File: src/verilog/epm_pkg.sv
package epm_pkg;

   // -----------------------------------------------------------------
   // register indices
   // -----------------------------------------------------------------
   localparam logic [5:0] IDX_CORRECTED_POSITION = 6'h00;
   localparam logic [5:0] IDX_RAW_FRAME          = 6'h21;
   localparam logic [5:0] IDX_COMPARE_VALUE_0    = 6'h22;
   localparam logic [5:0] IDX_COMPARE_VALUE_1    = 6'h23;
   localparam logic [5:0] IDX_LOWER_BOUND        = 6'h30;
   localparam logic [5:0] IDX_UPPER_BOUND        = 6'h31;
   localparam logic [5:0] IDX_POSITION_SHIFT     = 6'h32;
   localparam logic [5:0] IDX_FRAME_BIT_PICK     = 6'h33;

   // -----------------------------------------------------------------
   // reset values
   // -----------------------------------------------------------------
   localparam logic [31:0] RST_UPPER_BOUND    = 32'hFFFFFFFF;
   localparam logic [31:0] RST_LOWER_BOUND    = 32'h00000000;
   localparam logic [31:0] RST_POSITION_SHIFT = 32'h00000000;
   localparam logic [31:0] RST_COMPARE_VALUE  = 32'h00000000;
   localparam logic [31:0] RST_FRAME_BIT_PICK = 32'h00000000;

   // -----------------------------------------------------------------
   // extractor byte layout
   // -----------------------------------------------------------------
   localparam int PICK_BYTE_WIDTH   = 8;
   localparam int PICK_INDEX_LSB    = 0;
   localparam int PICK_INDEX_WIDTH  = 5;
   localparam int PICK_DIAG_BIT     = 6;
   localparam int PICK_COPY_BIT     = 7;
   localparam int MAX_EXTRACTORS    = 4;

endpackage

File: src/verilog/epm_position_monitor.sv
`timescale 1ns/1ps

module epm_position_monitor #(
   parameter int NUM_EXTRACTORS = 4
) (
   // clock and reset
   input  wire logic        core_clk_in,
   input  wire logic        rst_n_in,
   // encoder sample
   input  wire logic        sample_valid_in,
   input  wire logic [31:0] encoder_value_in,
   input  wire logic [31:0] encoder_frame_in,
   // register write and read
   input  wire logic        reg_write_in,
   input  wire logic [5:0]  reg_write_index_in,
   input  wire logic [31:0] reg_write_data_in,
   input  wire logic [5:0]  reg_read_index_in,
   output logic [31:0]      reg_read_data_out,
   // process output data
   input  wire logic [1:0]  compare_enable_in,
   input  wire logic [1:0]  compare_latch_clear_in,
   // process input data
   output logic [31:0]      corrected_position_out,
   output logic [1:0]       compare_at_or_above_out,
   output logic [1:0]       compare_match_out,
   output logic [1:0]       compare_hit_latch_out,
   output logic             above_upper_bound_out,
   output logic             below_lower_bound_out,
   output logic [3:0]       frame_status_bit_out,
   output logic             encoder_group_fault_out,
   // diagnostics
   output logic             diag_group_out,
   output logic             diag_overflow_out,
   output logic             diag_underflow_out
);

   // -----------------------------------------------------------------
   // parameter check
   // -----------------------------------------------------------------
   if (NUM_EXTRACTORS < 1 || NUM_EXTRACTORS > epm_pkg::MAX_EXTRACTORS) begin : g_bad_count
      $error("NUM_EXTRACTORS must lie between 1 and 4");
   end

   // a five-bit index reaches every bit of a 32-bit frame, no further
   if (epm_pkg::PICK_INDEX_WIDTH > 5) begin : g_bad_index
      $error("frame bit index wider than the frame needs");
   end

   // control bits must sit inside their extractor byte
   if (epm_pkg::PICK_COPY_BIT >= epm_pkg::PICK_BYTE_WIDTH ||
       epm_pkg::PICK_DIAG_BIT >= epm_pkg::PICK_BYTE_WIDTH) begin : g_bad_layout
      $error("extractor control bit outside its byte");
   end

   // all extractor bytes share one 32-bit pick word
   if (epm_pkg::MAX_EXTRACTORS * epm_pkg::PICK_BYTE_WIDTH > 32) begin : g_bad_map
      $error("extractor bytes do not fit the pick word");
   end

   // -----------------------------------------------------------------
   // helpers
   // -----------------------------------------------------------------
   function automatic logic [7:0] pick_byte(input logic [31:0] map, input int n);
      pick_byte = map[n*epm_pkg::PICK_BYTE_WIDTH +: epm_pkg::PICK_BYTE_WIDTH];
   endfunction

   function automatic logic select_bit(input logic [31:0] frame, input logic [7:0] cfg);
      select_bit = frame[cfg[epm_pkg::PICK_INDEX_LSB +: epm_pkg::PICK_INDEX_WIDTH]];
   endfunction

   // write strobe aimed at one register index
   function automatic logic write_hit(input logic       wr,
                                      input logic [5:0] idx,
                                      input logic [5:0] target);
      write_hit = wr && (idx == target);
   endfunction

   // -----------------------------------------------------------------
   // stored registers
   // -----------------------------------------------------------------
   logic [31:0] compare_value [2];
   logic [31:0] upper_bound;
   logic [31:0] lower_bound;
   logic [31:0] position_shift;
   logic [31:0] frame_bit_pick;
   logic [31:0] raw_frame;

   // read-only indices match none of these and so are ignored
   wire wr_cmp0  = write_hit(reg_write_in, reg_write_index_in, epm_pkg::IDX_COMPARE_VALUE_0);
   wire wr_cmp1  = write_hit(reg_write_in, reg_write_index_in, epm_pkg::IDX_COMPARE_VALUE_1);
   wire wr_lower = write_hit(reg_write_in, reg_write_index_in, epm_pkg::IDX_LOWER_BOUND);
   wire wr_upper = write_hit(reg_write_in, reg_write_index_in, epm_pkg::IDX_UPPER_BOUND);
   wire wr_shift = write_hit(reg_write_in, reg_write_index_in, epm_pkg::IDX_POSITION_SHIFT);
   wire wr_pick  = write_hit(reg_write_in, reg_write_index_in, epm_pkg::IDX_FRAME_BIT_PICK);

   // compare value 0
   always_ff @(posedge core_clk_in) begin
      if (!rst_n_in) begin
         compare_value[0] <= epm_pkg::RST_COMPARE_VALUE;
      end else if (wr_cmp0) begin
         compare_value[0] <= reg_write_data_in;
      end
   end

   // compare value 1
   always_ff @(posedge core_clk_in) begin
      if (!rst_n_in) begin
         compare_value[1] <= epm_pkg::RST_COMPARE_VALUE;
      end else if (wr_cmp1) begin
         compare_value[1] <= reg_write_data_in;
      end
   end

   // lower bound, zero keeps its monitor idle
   always_ff @(posedge core_clk_in) begin
      if (!rst_n_in) begin
         lower_bound <= epm_pkg::RST_LOWER_BOUND;
      end else if (wr_lower) begin
         lower_bound <= reg_write_data_in;
      end
   end

   // upper bound, all ones keeps its monitor idle
   always_ff @(posedge core_clk_in) begin
      if (!rst_n_in) begin
         upper_bound <= epm_pkg::RST_UPPER_BOUND;
      end else if (wr_upper) begin
         upper_bound <= reg_write_data_in;
      end
   end

   // position shift
   always_ff @(posedge core_clk_in) begin
      if (!rst_n_in) begin
         position_shift <= epm_pkg::RST_POSITION_SHIFT;
      end else if (wr_shift) begin
         position_shift <= reg_write_data_in;
      end
   end

   // extractor map, one byte per extractor
   always_ff @(posedge core_clk_in) begin
      if (!rst_n_in) begin
         frame_bit_pick <= epm_pkg::RST_FRAME_BIT_PICK;
      end else if (wr_pick) begin
         frame_bit_pick <= reg_write_data_in;
      end
   end

   // -----------------------------------------------------------------
   // offset correction and frame capture
   // -----------------------------------------------------------------
   // a zero shift subtracts nothing, so the raw value passes unchanged
   wire [31:0] next_corrected_position = encoder_value_in - position_shift;

   always_ff @(posedge core_clk_in) begin
      if (!rst_n_in) begin
         corrected_position_out <= 32'h00000000;
      end else if (sample_valid_in) begin
         corrected_position_out <= next_corrected_position;
      end
   end

   // the whole frame is kept for the status bit extractors
   always_ff @(posedge core_clk_in) begin
      if (!rst_n_in) begin
         raw_frame <= 32'h00000000;
      end else if (sample_valid_in) begin
         raw_frame <= encoder_frame_in;
      end
   end

   // -----------------------------------------------------------------
   // comparators
   // -----------------------------------------------------------------
   for (genvar c = 0; c < 2; c++) begin : g_cmp
      // unsigned compare against the corrected position only
      wire at_or_above = (corrected_position_out >= compare_value[c]);
      wire equal      = (corrected_position_out == compare_value[c]);

      always_ff @(posedge core_clk_in) begin
         if (!rst_n_in) begin
            compare_at_or_above_out[c] <= 1'b0;
            compare_match_out[c]       <= 1'b0;
            compare_hit_latch_out[c]   <= 1'b0;
         end else if (!compare_enable_in[c]) begin
            compare_at_or_above_out[c] <= 1'b0;
            compare_match_out[c]       <= 1'b0;
            compare_hit_latch_out[c]   <= 1'b0;
         end else begin
            compare_at_or_above_out[c] <= at_or_above;
            compare_match_out[c]       <= equal;
            // equality wins over the clear
            if (equal) begin
               compare_hit_latch_out[c] <= 1'b1;
            end else if (compare_latch_clear_in[c]) begin
               compare_hit_latch_out[c] <= 1'b0;
            end
         end
      end
   end

   // -----------------------------------------------------------------
   // bound monitors
   // -----------------------------------------------------------------
   wire upper_active = (upper_bound != epm_pkg::RST_UPPER_BOUND);
   wire lower_active = (lower_bound != epm_pkg::RST_LOWER_BOUND);
   wire next_above   = upper_active && (corrected_position_out > upper_bound);
   wire next_below   = lower_active && (corrected_position_out < lower_bound);

   // overflow side
   always_ff @(posedge core_clk_in) begin
      if (!rst_n_in) begin
         above_upper_bound_out <= 1'b0;
         diag_overflow_out     <= 1'b0;
      end else begin
         above_upper_bound_out <= next_above;
         diag_overflow_out     <= next_above;
      end
   end

   // underflow side
   always_ff @(posedge core_clk_in) begin
      if (!rst_n_in) begin
         below_lower_bound_out <= 1'b0;
         diag_underflow_out    <= 1'b0;
      end else begin
         below_lower_bound_out <= next_below;
         diag_underflow_out    <= next_below;
      end
   end

   // -----------------------------------------------------------------
   // status bit extractors
   // -----------------------------------------------------------------
   logic [3:0] picked_bit;
   logic [3:0] diag_term;

   for (genvar e = 0; e < epm_pkg::MAX_EXTRACTORS; e++) begin : g_pick
      if (e < NUM_EXTRACTORS) begin : g_on
         wire [7:0] cfg = pick_byte(frame_bit_pick, e);
         wire       sel = select_bit(raw_frame, cfg);
         // a disabled copy reads zero and so cannot raise the group fault
         assign picked_bit[e] = cfg[epm_pkg::PICK_COPY_BIT] & sel;
         assign diag_term[e]  = picked_bit[e] & cfg[epm_pkg::PICK_DIAG_BIT];
      end else begin : g_off
         assign picked_bit[e] = 1'b0;
         assign diag_term[e]  = 1'b0;
      end
   end

   wire next_group_fault = |diag_term;

   // copied status bits for the process input data
   always_ff @(posedge core_clk_in) begin
      if (!rst_n_in) begin
         frame_status_bit_out <= 4'h0;
      end else begin
         frame_status_bit_out <= picked_bit;
      end
   end

   // group fault, shown both in process data and on the diagnostics channel
   always_ff @(posedge core_clk_in) begin
      if (!rst_n_in) begin
         encoder_group_fault_out <= 1'b0;
         diag_group_out          <= 1'b0;
      end else begin
         encoder_group_fault_out <= next_group_fault;
         diag_group_out          <= next_group_fault;
      end
   end

   // -----------------------------------------------------------------
   // register read port
   // -----------------------------------------------------------------
   logic [31:0] next_read_data;

   always_comb begin
      unique case (reg_read_index_in)
         epm_pkg::IDX_CORRECTED_POSITION: next_read_data = corrected_position_out;
         epm_pkg::IDX_RAW_FRAME:          next_read_data = raw_frame;
         epm_pkg::IDX_COMPARE_VALUE_0:    next_read_data = compare_value[0];
         epm_pkg::IDX_COMPARE_VALUE_1:    next_read_data = compare_value[1];
         epm_pkg::IDX_LOWER_BOUND:        next_read_data = lower_bound;
         epm_pkg::IDX_UPPER_BOUND:        next_read_data = upper_bound;
         epm_pkg::IDX_POSITION_SHIFT:     next_read_data = position_shift;
         epm_pkg::IDX_FRAME_BIT_PICK:     next_read_data = frame_bit_pick;
         default:                         next_read_data = 32'h00000000;
      endcase
   end

   always_ff @(posedge core_clk_in) begin
      if (!rst_n_in) begin
         reg_read_data_out <= 32'h00000000;
      end else begin
         reg_read_data_out <= next_read_data;
      end
   end

endmodule // epm_position_monitor

File: config.mk
export PLATFORM = sky130hd
export DESIGN_NAME = epm_position_monitor
export DESIGN_NICKNAME = d
export VERILOG_FILES = /design/src/verilog/epm_pkg.sv /design/src/verilog/epm_position_monitor.sv
export SDC_FILE = /design/constraint.sdc
export NUM_CORES = 1
export LEC_CHECK = 0
export BUFFER_PORTS_ARGS = -buffer_cell sky130_fd_sc_hd__buf_2
export CORE_ASPECT_RATIO = 0.8
export CORE_MARGIN = 2
export CORE_UTILIZATION = 30
export DETAILED_ROUTE_END_ITERATION = 8
export PLACE_DENSITY_LB_ADDON = 0.05
export SETUP_SLACK_MARGIN = 0.3
export SLEW_MARGIN = 20
export SYNTH_ARGS = -nofsm -noshare
export SYNTH_HDL_FRONTEND = slang
export SYNTH_SLANG_ARGS = --single-unit
File: constraint.sdc
create_clock -name core_clk_in -period 4 [get_ports core_clk_in]
set_input_delay 0.8 -clock core_clk_in [delete_from_list [all_inputs] [get_ports core_clk_in]]
set_output_delay 0.8 -clock core_clk_in [all_outputs]
set_load 0.03 [all_outputs]
==> results of run 1 <==
## logic make-up (layout without fill, tap and decap cells)
group | Yosys count | count (layout) | share of synthesized area, %
AO/OA/AOI/OAI | 532 | 532 | 18.8
flip-flops | 301 | 301 | 37.1
adder cells (fa/ha/maj) | 159 | 159 | 11.1
other | 0 | 2 | 0
multiplexers | 123 | 123 | 9.64
buffers and inverters | 292 | 487 | 6.27
AND/OR/NAND/NOR | 616 | 616 | 15.9
XOR/XNOR | 23 | 23 | 1.12
## registers in the layout, indices dropped and copies added, names as in the netlist
name / flops
compare_match_out: 2
diag_underflow_out: 1
corrected_position_out: 32
frame_status_bit_out: 4
frame_bit_pick: 32
reg_read_data_out: 32
position_shift: 32
compare_hit_latch_out: 2
diag_overflow_out: 1
compare_at_or_above_out: 2
diag_group_out: 1
raw_frame: 32
compare_value: 64
upper_bound: 32
lower_bound: 32
## path summary, 6_finish.rpt
check	endpoint	slack, ns	from	cells past startpoint
min	frame_bit_pick[13]$_SDFFE_PN0P_	0.46	frame_bit_pick[13]$_SDFFE_PN0P_	2
min reg2reg	frame_bit_pick[13]$_SDFFE_PN0P_	0.46	frame_bit_pick[13]$_SDFFE_PN0P_	2
max reg2reg	corrected_position_out[24]$_SDFFE_PN0P_	0.91	position_shift[0]$_SDFFE_PN0P_	10
max	corrected_position_out[24]$_SDFFE_PN0P_	0.91	position_shift[0]$_SDFFE_PN0P_	10
## critical path, delay by kind of cell, from the launching register on
family | cells | cell delay [ns]
AO/OA/AOI/OAI | 5 | 1.26
buffers and inverters | 1 | 0.20
AND/OR/NAND/NOR | 1 | 0.27
multiplexers | 1 | 0.21
adder cells (fa/ha/maj) | 2 | 0.66
flip-flops | 1 | 0.35
## power by group through the flow
| stage | registers, uW | logic, uW | clock network (uW) |
|---|---|---|---|
| after floorplan | 3390 | 596 | 0 |
| final | 3380 | 1060 | 3640 |
| after global placement | 3440 | 1050 | 0 |
| after detailed placement | 3440 | 1060 | 0 |
| after global routing | 3390 | 1170 | 3840 |
| after CTS | 3380 | 1060 | 3720 |
## per-layer routing
layer  track usage, %  wire, microns
met5             1.17             26
met4             5.82           1570
met3             5.93           6190
met2             35.2          31500
met1             37.2          38900
## layout make-up
cell class              instances  area (sq um)
clock buffers                  62          1190
multi-input cells            1453         10300
well taps                     779           975
fillers                      6184         38200
repair buffers                245          1390
diodes                          2          5.00
clock inverters                 9          96.3
flip-flops and latches        301          6670
inverters                     171           644
## synth_stat cells (all sizes together) (51+ instances only)
library cell	n
o21ai	109
inv	171
nand2	266
a22oi	63
mux2i	82
edfxtp	64
ha	158
nor2	135
nand4	51
a21o	54
dfxtp	237
a21oi	164
and2	66
clkbuf	95
## through the flow
stage                     cell area, sq um  util (%)  hold slack (ns)  cells  setup TNS [ns]
after global routing                 21200      35.7            0.467   3021               0
final                                21200      35.7            0.461   3022               0
after detailed placement             19900      33.5            0.450   2949               0
after global placement               19900      33.5            0.444   2949               0
after floorplan                      18000         -            0.437   2046          -12.15
after CTS                            21200      35.7            0.443   3020               0
==> qor.log, run 1 <==
qor: cts.clock_tree.buffer_depth 3
qor: global_route.first_global_vias 15600
qor: power_and_ir_drop.power.total 8090 uW
qor: power_and_ir_drop.cell_internal_pwr 5760 uW
qor: final_layout.post_route_cells_drive_above_1_share 16.2%
qor: floorplanning.placementRows 80
qor: global_route.antenna_found_initial 4
qor: run_status.run_status finished clean
qor: timing.worstMarginPinSlew 1.13 ns
qor: routing.wl_per_cell 25.9 microns
qor: cts.h-tree-depth 2
qor: flow_run.drv_cap 0
qor: power_and_ir_drop.power_density 381 nW/um^2
qor: setup_path.critPathCaptureType flop
qor: cts.cts.sink_count 301
qor: timing.finalClockSkew 0.0161 ns
qor: setup_path.cp_cell_sequence ha_1 > fa_1 > nor2b_1 > o2111ai_1 > a211oi_1 > buf_4 > o21ai_0 > a21oi_1 > mux2i_1 > o311ai_0
qor: yosys.netlist_area 18000 sq um
qor: yosys.yosysUniqueCellTypes 65
qor: timing.timing.final.setup_violations 0
qor: timing.hold_viol 0
qor: yosys.synth_top_area_cell sky130_fd_sc_hd__dfxtp_1
qor: setup_path.peak_fanout_along_the_critical_path 4
qor: final_layout.layout.cells.most_common sky130_fd_sc_hd__nand2_1
qor: min_path.worst_hold_path_type flop to flop
qor: placement.place_congestion 0.909
qor: setup_path.critPathArrivalTime 3.51 ns
qor: yosys.post_synthesis_cells 2046
qor: routing.vias_per_cell 5.41
qor: yosys.synthFlopType sky130_fd_sc_hd__dfxtp_1
qor: yosys.ys_top_cells_by_area sky130_fd_sc_hd__dfxtp_1 (26%), sky130_fd_sc_hd__ha_1 (11%), sky130_fd_sc_hd__edfxtp_1 (11%), sky130_fd_sc_hd__nand2_1 (5.6%), sky130_fd_sc_hd__mux4_2 (5.0%)
qor: yosys.synth_edf_count 64
qor: cts.cts_post_setup_buffers_inserted 0
qor: floorplanning.floorplan.die_area 61900 sq um
qor: timing.grt_setup_unrepaired false
qor: cts.path_clk_slew 0.06 ns
qor: routing.drt_first_pass_iters 5
qor: timing.timing.final.max_slew_violations 0
qor: cts.clock_tree.root_cell sky130_fd_sc_hd__clkbuf_16
qor: power_and_ir_drop.switching_power 2320 uW
qor: setup_path.timing_worst_setup_path_type flop to flop
qor: power_and_ir_drop.sequentialPowerShare 41.8%
qor: timing.timing.final.ws_setup 0.906 ns
qor: final_layout.final_nets 2486
qor: timing.slew_headroom 23.6%
qor: routing.drcViolationCount 0
qor: yosys.postSynth.asyncResetShare 0%
qor: timing.layout_worst_path_cycle_share 77.4%
qor: cts.cts.repair.resized 0
qor: floorplanning.die_span_y 223 microns
qor: routing.number_of_drc_markers_after_the_initial_detailed_route_iteration 1317
qor: power_and_ir_drop.vdd_ir_drop_max 231 uV
qor: power_and_ir_drop.switching_share 28.7%
qor: timing.min_period 3.09 ns
qor: cts.cts_tree done
qor: routing.wirelength 78.2 mm
qor: placement.dpl.hpwl 59.0 mm
qor: setup_path.cp_data_required_time 4.42 ns
qor: setup_path.timing.critical_path.slowest_stage_cell sky130_fd_sc_hd__fa_1
qor: yosys.yosys_warnings 0
qor: setup_path.critPathLaunchType flop
qor: yosys.postSynthRegisterBits 301
qor: yosys.synth_fp_nets 2321
qor: yosys.yosysSeqAreaShare 37.1%
qor: global_route.grt_first_pass_wirelength 112 mm
qor: routing.ant_nets 0
qor: placement.portBuffers 195
qor: cts.later_pin_clock_latency_in_the_skew_report 0.57 ns
qor: setup_path.slowest_delay 0.42 ns
qor: global_route.grt.total_usage 24.8%
qor: yosys.syn_avg_cell_area 8.78 sq um
qor: final_layout.commonest_non_fill_non_tap_cells_in_the_layout sky130_fd_sc_hd__nand2_1 (266), sky130_fd_sc_hd__dfxtp_1 (237), sky130_fd_sc_hd__buf_2 (194)
qor: power_and_ir_drop.clockPowerShare 45.0%
qor: routing.detailroute.via_count 16400
qor: power_and_ir_drop.p_leak 0.00887 uW
qor: global_route.overflow 0
qor: floorplanning.chipWidth 278 microns
qor: cts.cts-buffers-inserted 39
qor: cts.cts_hold_repair.buffers 0
qor: final_layout.area_delta_synth_final 18.1%
qor: timing.timing.fmax 323 MHz
qor: power_and_ir_drop.power_frac_comb 13.1%
qor: floorplanning.core 59500 sq um
qor: yosys.synth_top_area_share 26.4%
qor: floorplanning.ios 196
qor: placement.place_ws 0.475 ns
qor: global_route.largest_net_degree_at_the_start_of_global_routing 65
qor: floorplanning.start_util 30.2%
Power figures use the tool's default switching activity.
==> run 2: changes to the inputs <==
clock period = 3.2 ns   (was 4 ns; I/O delays follow)
==> run 2 against run 1 <==
Final cell count grew 1.2%; core utilization up 0.68 points; die area stayed put; clock power rose by 23%; first-iteration DRC count down 0.68%; worst hold slack worse by 0.17 ns; critical path depth unchanged; routed wire length up 2.8%; via count increased by 1.2%; register-to-register slack lost 0.49 ns; sequential cell count stayed put.
==> qor.log, run 2 (synthesis gave the netlist of run 1 again) <==
qor: run_status.run_status finished clean
qor: setup_path.cp_data_required_time 3.60 ns [-0.82 ns]
qor: final_layout.multi_input_area 10300 sq um [+0.46%]
qor: setup_path.cp_common_cell sky130_fd_sc_hd__a21o_1
qor: cts.cts-buffers-inserted 39 [unchanged]
qor: placement.placement.cell_area 20300 sq um [+1.9%]
qor: routing.number_of_drc_markers_after_the_initial_detailed_route_iteration 1308 [-0.68%]
qor: final_layout.commonest_non_fill_non_tap_cells_in_the_layout sky130_fd_sc_hd__nand2_1 (266), sky130_fd_sc_hd__dfxtp_1 (237), sky130_fd_sc_hd__buf_2 (194)
qor: final_layout.n_fill_cell 6246 [+1.0%]
qor: final_layout.area_delta_synth_final 20.4%
qor: final_layout.final-seq-area 6670 sq um [unchanged]
qor: placement.placedCellCount 2985 [+1.2%]
qor: cts.cts_tree done
qor: power_and_ir_drop.power_frac_comb 14.2% [+1.1 points]
qor: cts.cts_hold_repair.buffers 0 [unchanged]
qor: cts.h-tree-depth 2 [unchanged]
qor: setup_path.timing_worst_setup_path_type flop to flop
qor: final_layout.largest_register_ffs 64 [unchanged]
qor: setup_path.peak_fanout_along_the_critical_path 3 [-1]
qor: power_and_ir_drop.switching_power 2990 uW [+29%]
qor: timing.slew_headroom 37.8% [+14 points]
qor: final_layout.postLayoutCoreUtil 36.4% [+0.68 points]
qor: floorplanning.die_span_y 223 microns [unchanged]
qor: timing.timing.final.max_slew_violations 0 [unchanged]
qor: setup_path.slowest_delay 0.40 ns [-0.02 ns]
qor: cts.cts.sink_count 301 [unchanged]
qor: power_and_ir_drop.clockPowerShare 44.3% [-0.7 points]
qor: cts.path_clk_slew 0.06 ns [about the same]
qor: floorplanning.chipWidth 278 microns [unchanged]
qor: cts.later_pin_clock_latency_in_the_skew_report 0.59 ns [+0.02 ns]
qor: floorplanning.floorplan.die_area 61900 sq um [unchanged]
qor: timing.worstMarginPinSlew 0.926 ns [-0.209 ns]
qor: setup_path.critPathCaptureType flop
qor: final_layout.post_route_cells_drive_above_1_share 17.9% [+1.8 points]
qor: timing.finalClockSkew 0.0373 ns [+0.0212 ns]
qor: timing.hold_viol 0 [unchanged]
qor: routing.detailroute.via_count 16600 [+1.2%]
qor: timing.min_period 2.78 ns [-0.315 ns]
qor: timing.layout_worst_path_cycle_share 86.9% [+9.5 points]
qor: timing.final.setup.tns 0 ns [unchanged]
qor: power_and_ir_drop.switching_share 29.5% [+0.81 points]
qor: cts.clock_tree.buffer_depth 3 [unchanged]
qor: routing.ant_nets 0 [unchanged]
qor: floorplanning.placementRows 80 [unchanged]
qor: setup_path.cp_cell_sequence inv_1 > ha_1 > nand2b_1 > a21o_1 > a21o_1 > a21oi_1 > o21ai_1 > a221oi_1 > buf_4 > o21ai_0
qor: flow_run.drv_cap 0 [unchanged]
qor: global_route.grt.total_usage 25.6% [+0.76 points]
qor: global_route.overflow 0 [unchanged]
qor: final_layout.instances_no_fill 3057 [+1.2%]
qor: floorplanning.core 59500 sq um [unchanged]
qor: final_layout.layout.cells.most_common sky130_fd_sc_hd__nand2_1
qor: timing.fin_worst_hold_slack 0.291 ns [-0.170 ns]
qor: min_path.worst_hold_path_type input port to flop
qor: placement.dpl.hpwl 60.9 mm [+3.1%]
qor: final_layout.design_area 21600 sq um [+1.9%]
qor: power_and_ir_drop.p_leak 0.00907 uW [+2.2%]
qor: global_route.first_global_vias 16000 [+2.4%]
qor: power_and_ir_drop.vdd_ir_drop_max 271 uV [+17%]
qor: setup_path.timing.critical_path.slowest_stage_cell sky130_fd_sc_hd__a21oi_1
qor: timing.grt_setup_unrepaired false
qor: routing.wirelength 80.4 mm [+2.8%]
qor: power_and_ir_drop.cell_internal_pwr 7130 uW [+24%]
qor: final_layout.largest_register compare_value
qor: power_and_ir_drop.sequentialPowerShare 41.5% [-0.3 points]
qor: global_route.antenna_found_initial 5 [+1]
qor: timing.timing.fmax 360 MHz [+11%]
qor: setup_path.critPathLaunchType flop
qor: placement.place_congestion 0.836 [-8.1%]
qor: routing.drt_first_pass_iters 5 [unchanged]
qor: final_layout.final_nets 2522 [+1.4%]
qor: global_route.grt_first_pass_wirelength 115 mm [+2.9%]
qor: placement.portBuffers 195 [unchanged]
qor: floorplanning.start_util 30.2% [unchanged]
qor: timing.timing.final.setup_violations 0 [unchanged]
qor: final_layout.insertedDiodeCount 0 [-2]
qor: setup_path.critPathArrivalTime 3.18 ns [-0.33 ns]
qor: power_and_ir_drop.power_density 468 nW/um^2 [+23%]
qor: floorplanning.ios 196 [unchanged]
qor: cts.clock_tree.root_cell sky130_fd_sc_hd__clkbuf_16
qor: routing.drcViolationCount 0 [unchanged]
qor: global_route.largest_net_degree_at_the_start_of_global_routing 72 [+11%]
qor: routing.wl_per_cell 26.3 microns [+1.6%]
qor: routing.vias_per_cell 5.42 [about the same]
-- run 2: changes by cell type in the layout (fill, tap and decap cells not counted), moves of 3 or more --
cell | before | now
sky130_fd_sc_hd__clkinvlp_4 | 1 | 4
sky130_fd_sc_hd__buf_4 | 48 | 76
sky130_fd_sc_hd__clkbuf_1 | 12 | 9
sky130_fd_sc_hd__buf_12 | 3 | 11
-- run 2: power by group through the flow --
| stage | Sequential [uW] | Combinational [uW] | Clock, uW |
|---|---|---|---|
| after CTS | 4190 | 1430 | 4570 |
| after floorplan | 4240 | 746 | 0 |
| after detailed placement | 4280 | 1430 | 0 |
| after global placement | 4280 | 1410 | 0 |
| final | 4200 | 1440 | 4480 |
| after global routing | 4210 | 1570 | 4700 |
-- run 2: per-stage QoR --
stage | power, uW | setup WS (ns)
after detailed placement | 5700 | -0.194
after floorplan | 4980 | 0.151
final | 10100 | 0.420
after global routing | 10500 | 0.308
after CTS | 10200 | 0.352
after global placement | 5690 | -0.179
-- run 2: worst paths after layout --
kind | start | to | slack [ns] | cells after the start
hold reg to reg | frame_bit_pick[13]$_SDFFE_PN0P_ | frame_bit_pick[13]$_SDFFE_PN0P_ | 0.46 | 2
setup / recovery | corrected_position_out[0]$_SDFFE_PN0P_ | compare_at_or_above_out[0]$_SDFF_PN0_ | 0.42 | 10
setup reg to reg | corrected_position_out[0]$_SDFFE_PN0P_ | compare_at_or_above_out[0]$_SDFF_PN0_ | 0.42 | 10
hold / removal | encoder_frame_in[6] | raw_frame[6]$_SDFFE_PN0P_ | 0.29 | 3
-- run 2: per-layer routing --
| metal | GRT usage, % | vias to the layer above | wire length [microns] |
|---|---|---|---|
| met3 | 5.87 | 75 | 5730 |
| met5 | 0 | - | 31 |
| met1 | 38.4 | 8156 | 40200 |
| li1 | - | 7780 | - |
| met2 | 37.0 | 538 | 33200 |
| met4 | 5.32 | 6 | 1270 |
-- run 2: final cells by class --
type / instances / share of cell area (%)
multi-input cells: 1453 / 47.6
flip-flops and latches: 301 / 30.8
repair buffers: 281 / 8.14
clock buffers: 59 / 5.52
well taps: 779 / 4.51
inverters: 171 / 2.98
clock inverters: 13 / 0.411
-- run 2: what timing repair did --
item,CTS,global route
endpoints found under the setup margin,3,9
setup buffers,0,0
resized for setup,1,7
-- run 2: worst max-delay path: cells and delay by family, from the launching register on --
kind,cells,cell delay (ns)
DFF,1,0.32
adders and majority gates,1,0.32
AOI/OAI and AO/OA,6,1.52
buffers and inverters,2,0.27
and+or+nand+nor,1,0.15
==> run 3: changes to the inputs <==
ABC_CLOCK_PERIOD_IN_PS = 3200   (was unset)
CELL_PAD_IN_SITES_DETAIL_PLACEMENT = 2   (was unset)
CELL_PAD_IN_SITES_GLOBAL_PLACEMENT = 2   (was unset)
==> run 3 against run 2 <==
Routed wire length up 2.6%; maximum frequency fell by 1.1%; worst hold slack better by 0.023 ns; first-iteration DRC count fell by 24%; critical endpoint is now corrected_position_out[26]$_SDFFE_PN0P_; clock power down 2%.
==> qor.log, run 3 (synthesis gave the netlist of run 1 again) <==
qor: final_layout.largest_register compare_value
qor: floorplanning.placementRows 80 [unchanged]
qor: setup_path.timing_worst_setup_path_type flop to flop
qor: setup_path.cp_common_cell sky130_fd_sc_hd__buf_4
qor: power_and_ir_drop.p_leak 0.00901 uW [-0.69%]
qor: timing.slew_headroom 33.2% [-4.6 points]
qor: cts.path_clk_slew 0.06 ns [about the same]
qor: placement.portBuffers 195 [unchanged]
qor: power_and_ir_drop.sequentialPowerShare 42.0% [+0.5 points]
qor: timing.layout_worst_path_cycle_share 87.8% [+0.93 points]
qor: power_and_ir_drop.vdd_ir_drop_max 285 uV [+5.1%]
qor: global_route.antenna_found_initial 0 [-5]
qor: timing.min_period 2.81 ns [+0.0297 ns]
qor: timing.grt_setup_unrepaired true
qor: final_layout.postLayoutCoreUtil 36.1% [-0.26 points]
qor: setup_path.timing.critical_path.slowest_stage_cell sky130_fd_sc_hd__dfxtp_1
qor: cts.cts_tree done
qor: setup_path.timing.critical_path.buf_inv 3 [+1]
qor: timing.final.setup.tns 0 ns [unchanged]
qor: final_layout.largest_register_ffs 64 [unchanged]
qor: cts.cts-buffers-inserted 37 [-5.1%]
qor: power_and_ir_drop.power_density 466 nW/um^2 [-0.41%]
qor: routing.vias_per_cell 5.52 [+1.9%]
qor: timing.worstMarginPinSlew 0.998 ns [+0.0724 ns]
qor: timing.hold_viol 0 [unchanged]
qor: power_and_ir_drop.switching_share 29.5% [-0.065 points]
qor: floorplanning.core 59500 sq um [unchanged]
qor: cts.later_pin_clock_latency_in_the_skew_report 0.57 ns [-0.02 ns]
qor: timing.finalClockSkew 0.0242 ns [-0.0131 ns]
qor: cts.cts_post_setup_buffers_inserted 0 [unchanged]
qor: final_layout.final_nets 2509 [-0.52%]
qor: power_and_ir_drop.power_frac_comb 14.2% [about the same]
qor: floorplanning.die_span_y 223 microns [unchanged]
qor: setup_path.startpoint position_shift[4]$_SDFFE_PN0P_
qor: placement.dpl.hpwl 64.6 mm [+6.1%]
qor: routing.detailroute.via_count 16800 [+1.4%]
qor: routing.drt_first_pass_iters 5 [unchanged]
qor: cts.h-tree-depth 2 [unchanged]
qor: setup_path.peak_fanout_along_the_critical_path 5 [+2]
qor: power_and_ir_drop.cell_internal_pwr 7060 uW [-1.0%]
qor: timing.timing.fmax 356 MHz [-1.1%]
qor: cts.clock_tree.buffer_depth 3 [unchanged]
qor: final_layout.area_delta_synth_final 19.5%
qor: setup_path.cp_data_required_time 3.64 ns [+0.04 ns]
qor: global_route.overflow 0 [unchanged]
qor: flow_run.drv_cap 0 [unchanged]
qor: timing.timing.final.max_slew_violations 0 [unchanged]
qor: cts.clock_tree.root_cell sky130_fd_sc_hd__clkbuf_16
qor: global_route.largest_net_degree_at_the_start_of_global_routing 65 [-9.7%]
qor: floorplanning.chipWidth 278 microns [unchanged]
qor: timing.fin_worst_hold_slack 0.314 ns [+0.0229 ns]
qor: run_status.run_status finished clean
qor: floorplanning.start_util 30.2% [unchanged]
qor: power_and_ir_drop.clockPowerShare 43.8% [-0.5 points]
qor: timing.timing.final.setup_violations 0 [unchanged]
qor: setup_path.critPathCaptureType flop
qor: routing.wl_per_cell 27.1 microns [+3.1%]
qor: global_route.first_global_vias 17800 [+11%]
qor: global_route.grt_first_pass_wirelength 121 mm [+5.3%]
qor: final_layout.commonest_non_fill_non_tap_cells_in_the_layout sky130_fd_sc_hd__nand2_1 (266), sky130_fd_sc_hd__dfxtp_1 (236), sky130_fd_sc_hd__buf_2 (194)
qor: setup_path.critPathArrivalTime 3.25 ns [+0.07 ns]
qor: min_path.worst_hold_path_type input port to flop
qor: setup_path.slowest_delay 0.45 ns [+0.05 ns]
qor: floorplanning.ios 196 [unchanged]
qor: min_path.worstHoldPathCells 3 [unchanged]
qor: setup_path.cp.depth 11 [+1]
qor: setup_path.cp_cell_sequence inv_1 > ha_1 > a21o_1 > a21oi_1 > a211oi_2 > buf_4 > o211a_1 > nor4_4 > buf_4 > nor4_1 > a311o_1
qor: min_path.hp-start encoder_frame_in[0]
qor: setup_path.r2r-start position_shift[4]$_SDFFE_PN0P_
qor: final_layout.insertedDiodeCount 0 [unchanged]
qor: routing.number_of_drc_markers_after_the_initial_detailed_route_iteration 1000 [-24%]
qor: setup_path.r2r.worst_path.cells 11 [+1]
qor: cts.cts_hold_repair.buffers 0 [unchanged]
qor: cts.cts.sink_count 301 [unchanged]
qor: floorplanning.floorplan.die_area 61900 sq um [unchanged]
qor: final_layout.layout.cells.most_common sky130_fd_sc_hd__nand2_1
qor: routing.drcViolationCount 0 [unchanged]
qor: power_and_ir_drop.switching_power 2950 uW [-1.3%]
qor: routing.ant_nets 0 [unchanged]
qor: setup_path.cp_top_family compound AO/OA/AOI/OAI gates
qor: global_route.grt.total_usage 26.4% [+0.82 points]
qor: routing.wirelength 82.4 mm [+2.6%]
qor: final_layout.post_route_cells_drive_above_1_share 17.7% [-0.19 points]
qor: placement.place_congestion 0.862 [+3.1%]
qor: setup_path.critPathLaunchType flop
==> run 3: worst reg2reg max path, delay by kind of cell, from the launching register on <==
kind,cells,cell delay (ns)
and+or+nand+nor,2,0.25
DFF,1,0.45
AOI/OAI and AO/OA,5,1.20
buffers and inverters,3,0.44
adders and majority gates,1,0.36
==> run 3: layout make-up <==
class,instances,area (sq um)
Fill cell,6736,38000
Multi-Input combinational cell,1453,10300
Sequential cell,301,6670
Timing Repair Buffer,270,1630
Clock buffer,51,1110
Tap cell,779,975
Inverter,171,644
Clock inverter,17,124
==> run 3: power by group through the flow <==
stage          clock network (uW)  logic [uW]  registers (uW)
2_1_floorplan                   0         746            4240
3_3_place_gp                    0        1350            4290
3_5_place_dp                    0        1400            4290
4_1_cts                      4490        1420            4210
5_1_grt                      4640        1560            4210
6_report                     4390        1420            4200
==> run 3: stage by stage <==
stage	worst slack, ns	total power, uW	cell area, sq um	instances
2_1_floorplan	0.151	4980	18000	2046
3_3_place_gp	0.152	5640	20200	2974
3_5_place_dp	0.0428	5690	20200	2974
4_1_cts	0.334	10100	21400	3042
5_1_grt	0.262	10400	21500	3042
6_report	0.391	10000	21500	3042
==> run 3: worst paths after layout <==
| kind | slack, ns | end |
|---|---|---|
| setup / recovery | 0.39 | corrected_position_out[26]$_SDFFE_PN0P_ |
| hold reg to reg | 0.47 | frame_bit_pick[5]$_SDFFE_PN0P_ |
| setup reg to reg | 0.39 | corrected_position_out[26]$_SDFFE_PN0P_ |
| hold / removal | 0.31 | raw_frame[0]$_SDFFE_PN0P_ |
==> run 3: timing repair <==
action	4_1_cts	5_1_grt
pin swaps	0	1
endpoints found under the hold margin	0	0
endpoints found under the setup margin	3	10
gates resized for setup	2	13
==> run 3: per-layer routing <==
metal,up-vias,wire length [microns],track usage (%)
met5,-,0,0
met4,0,1530,5.61
met3,85,2850,3.17
met2,314,41200,46.8
met1,8653,36800,34.4
li1,7728,-,-
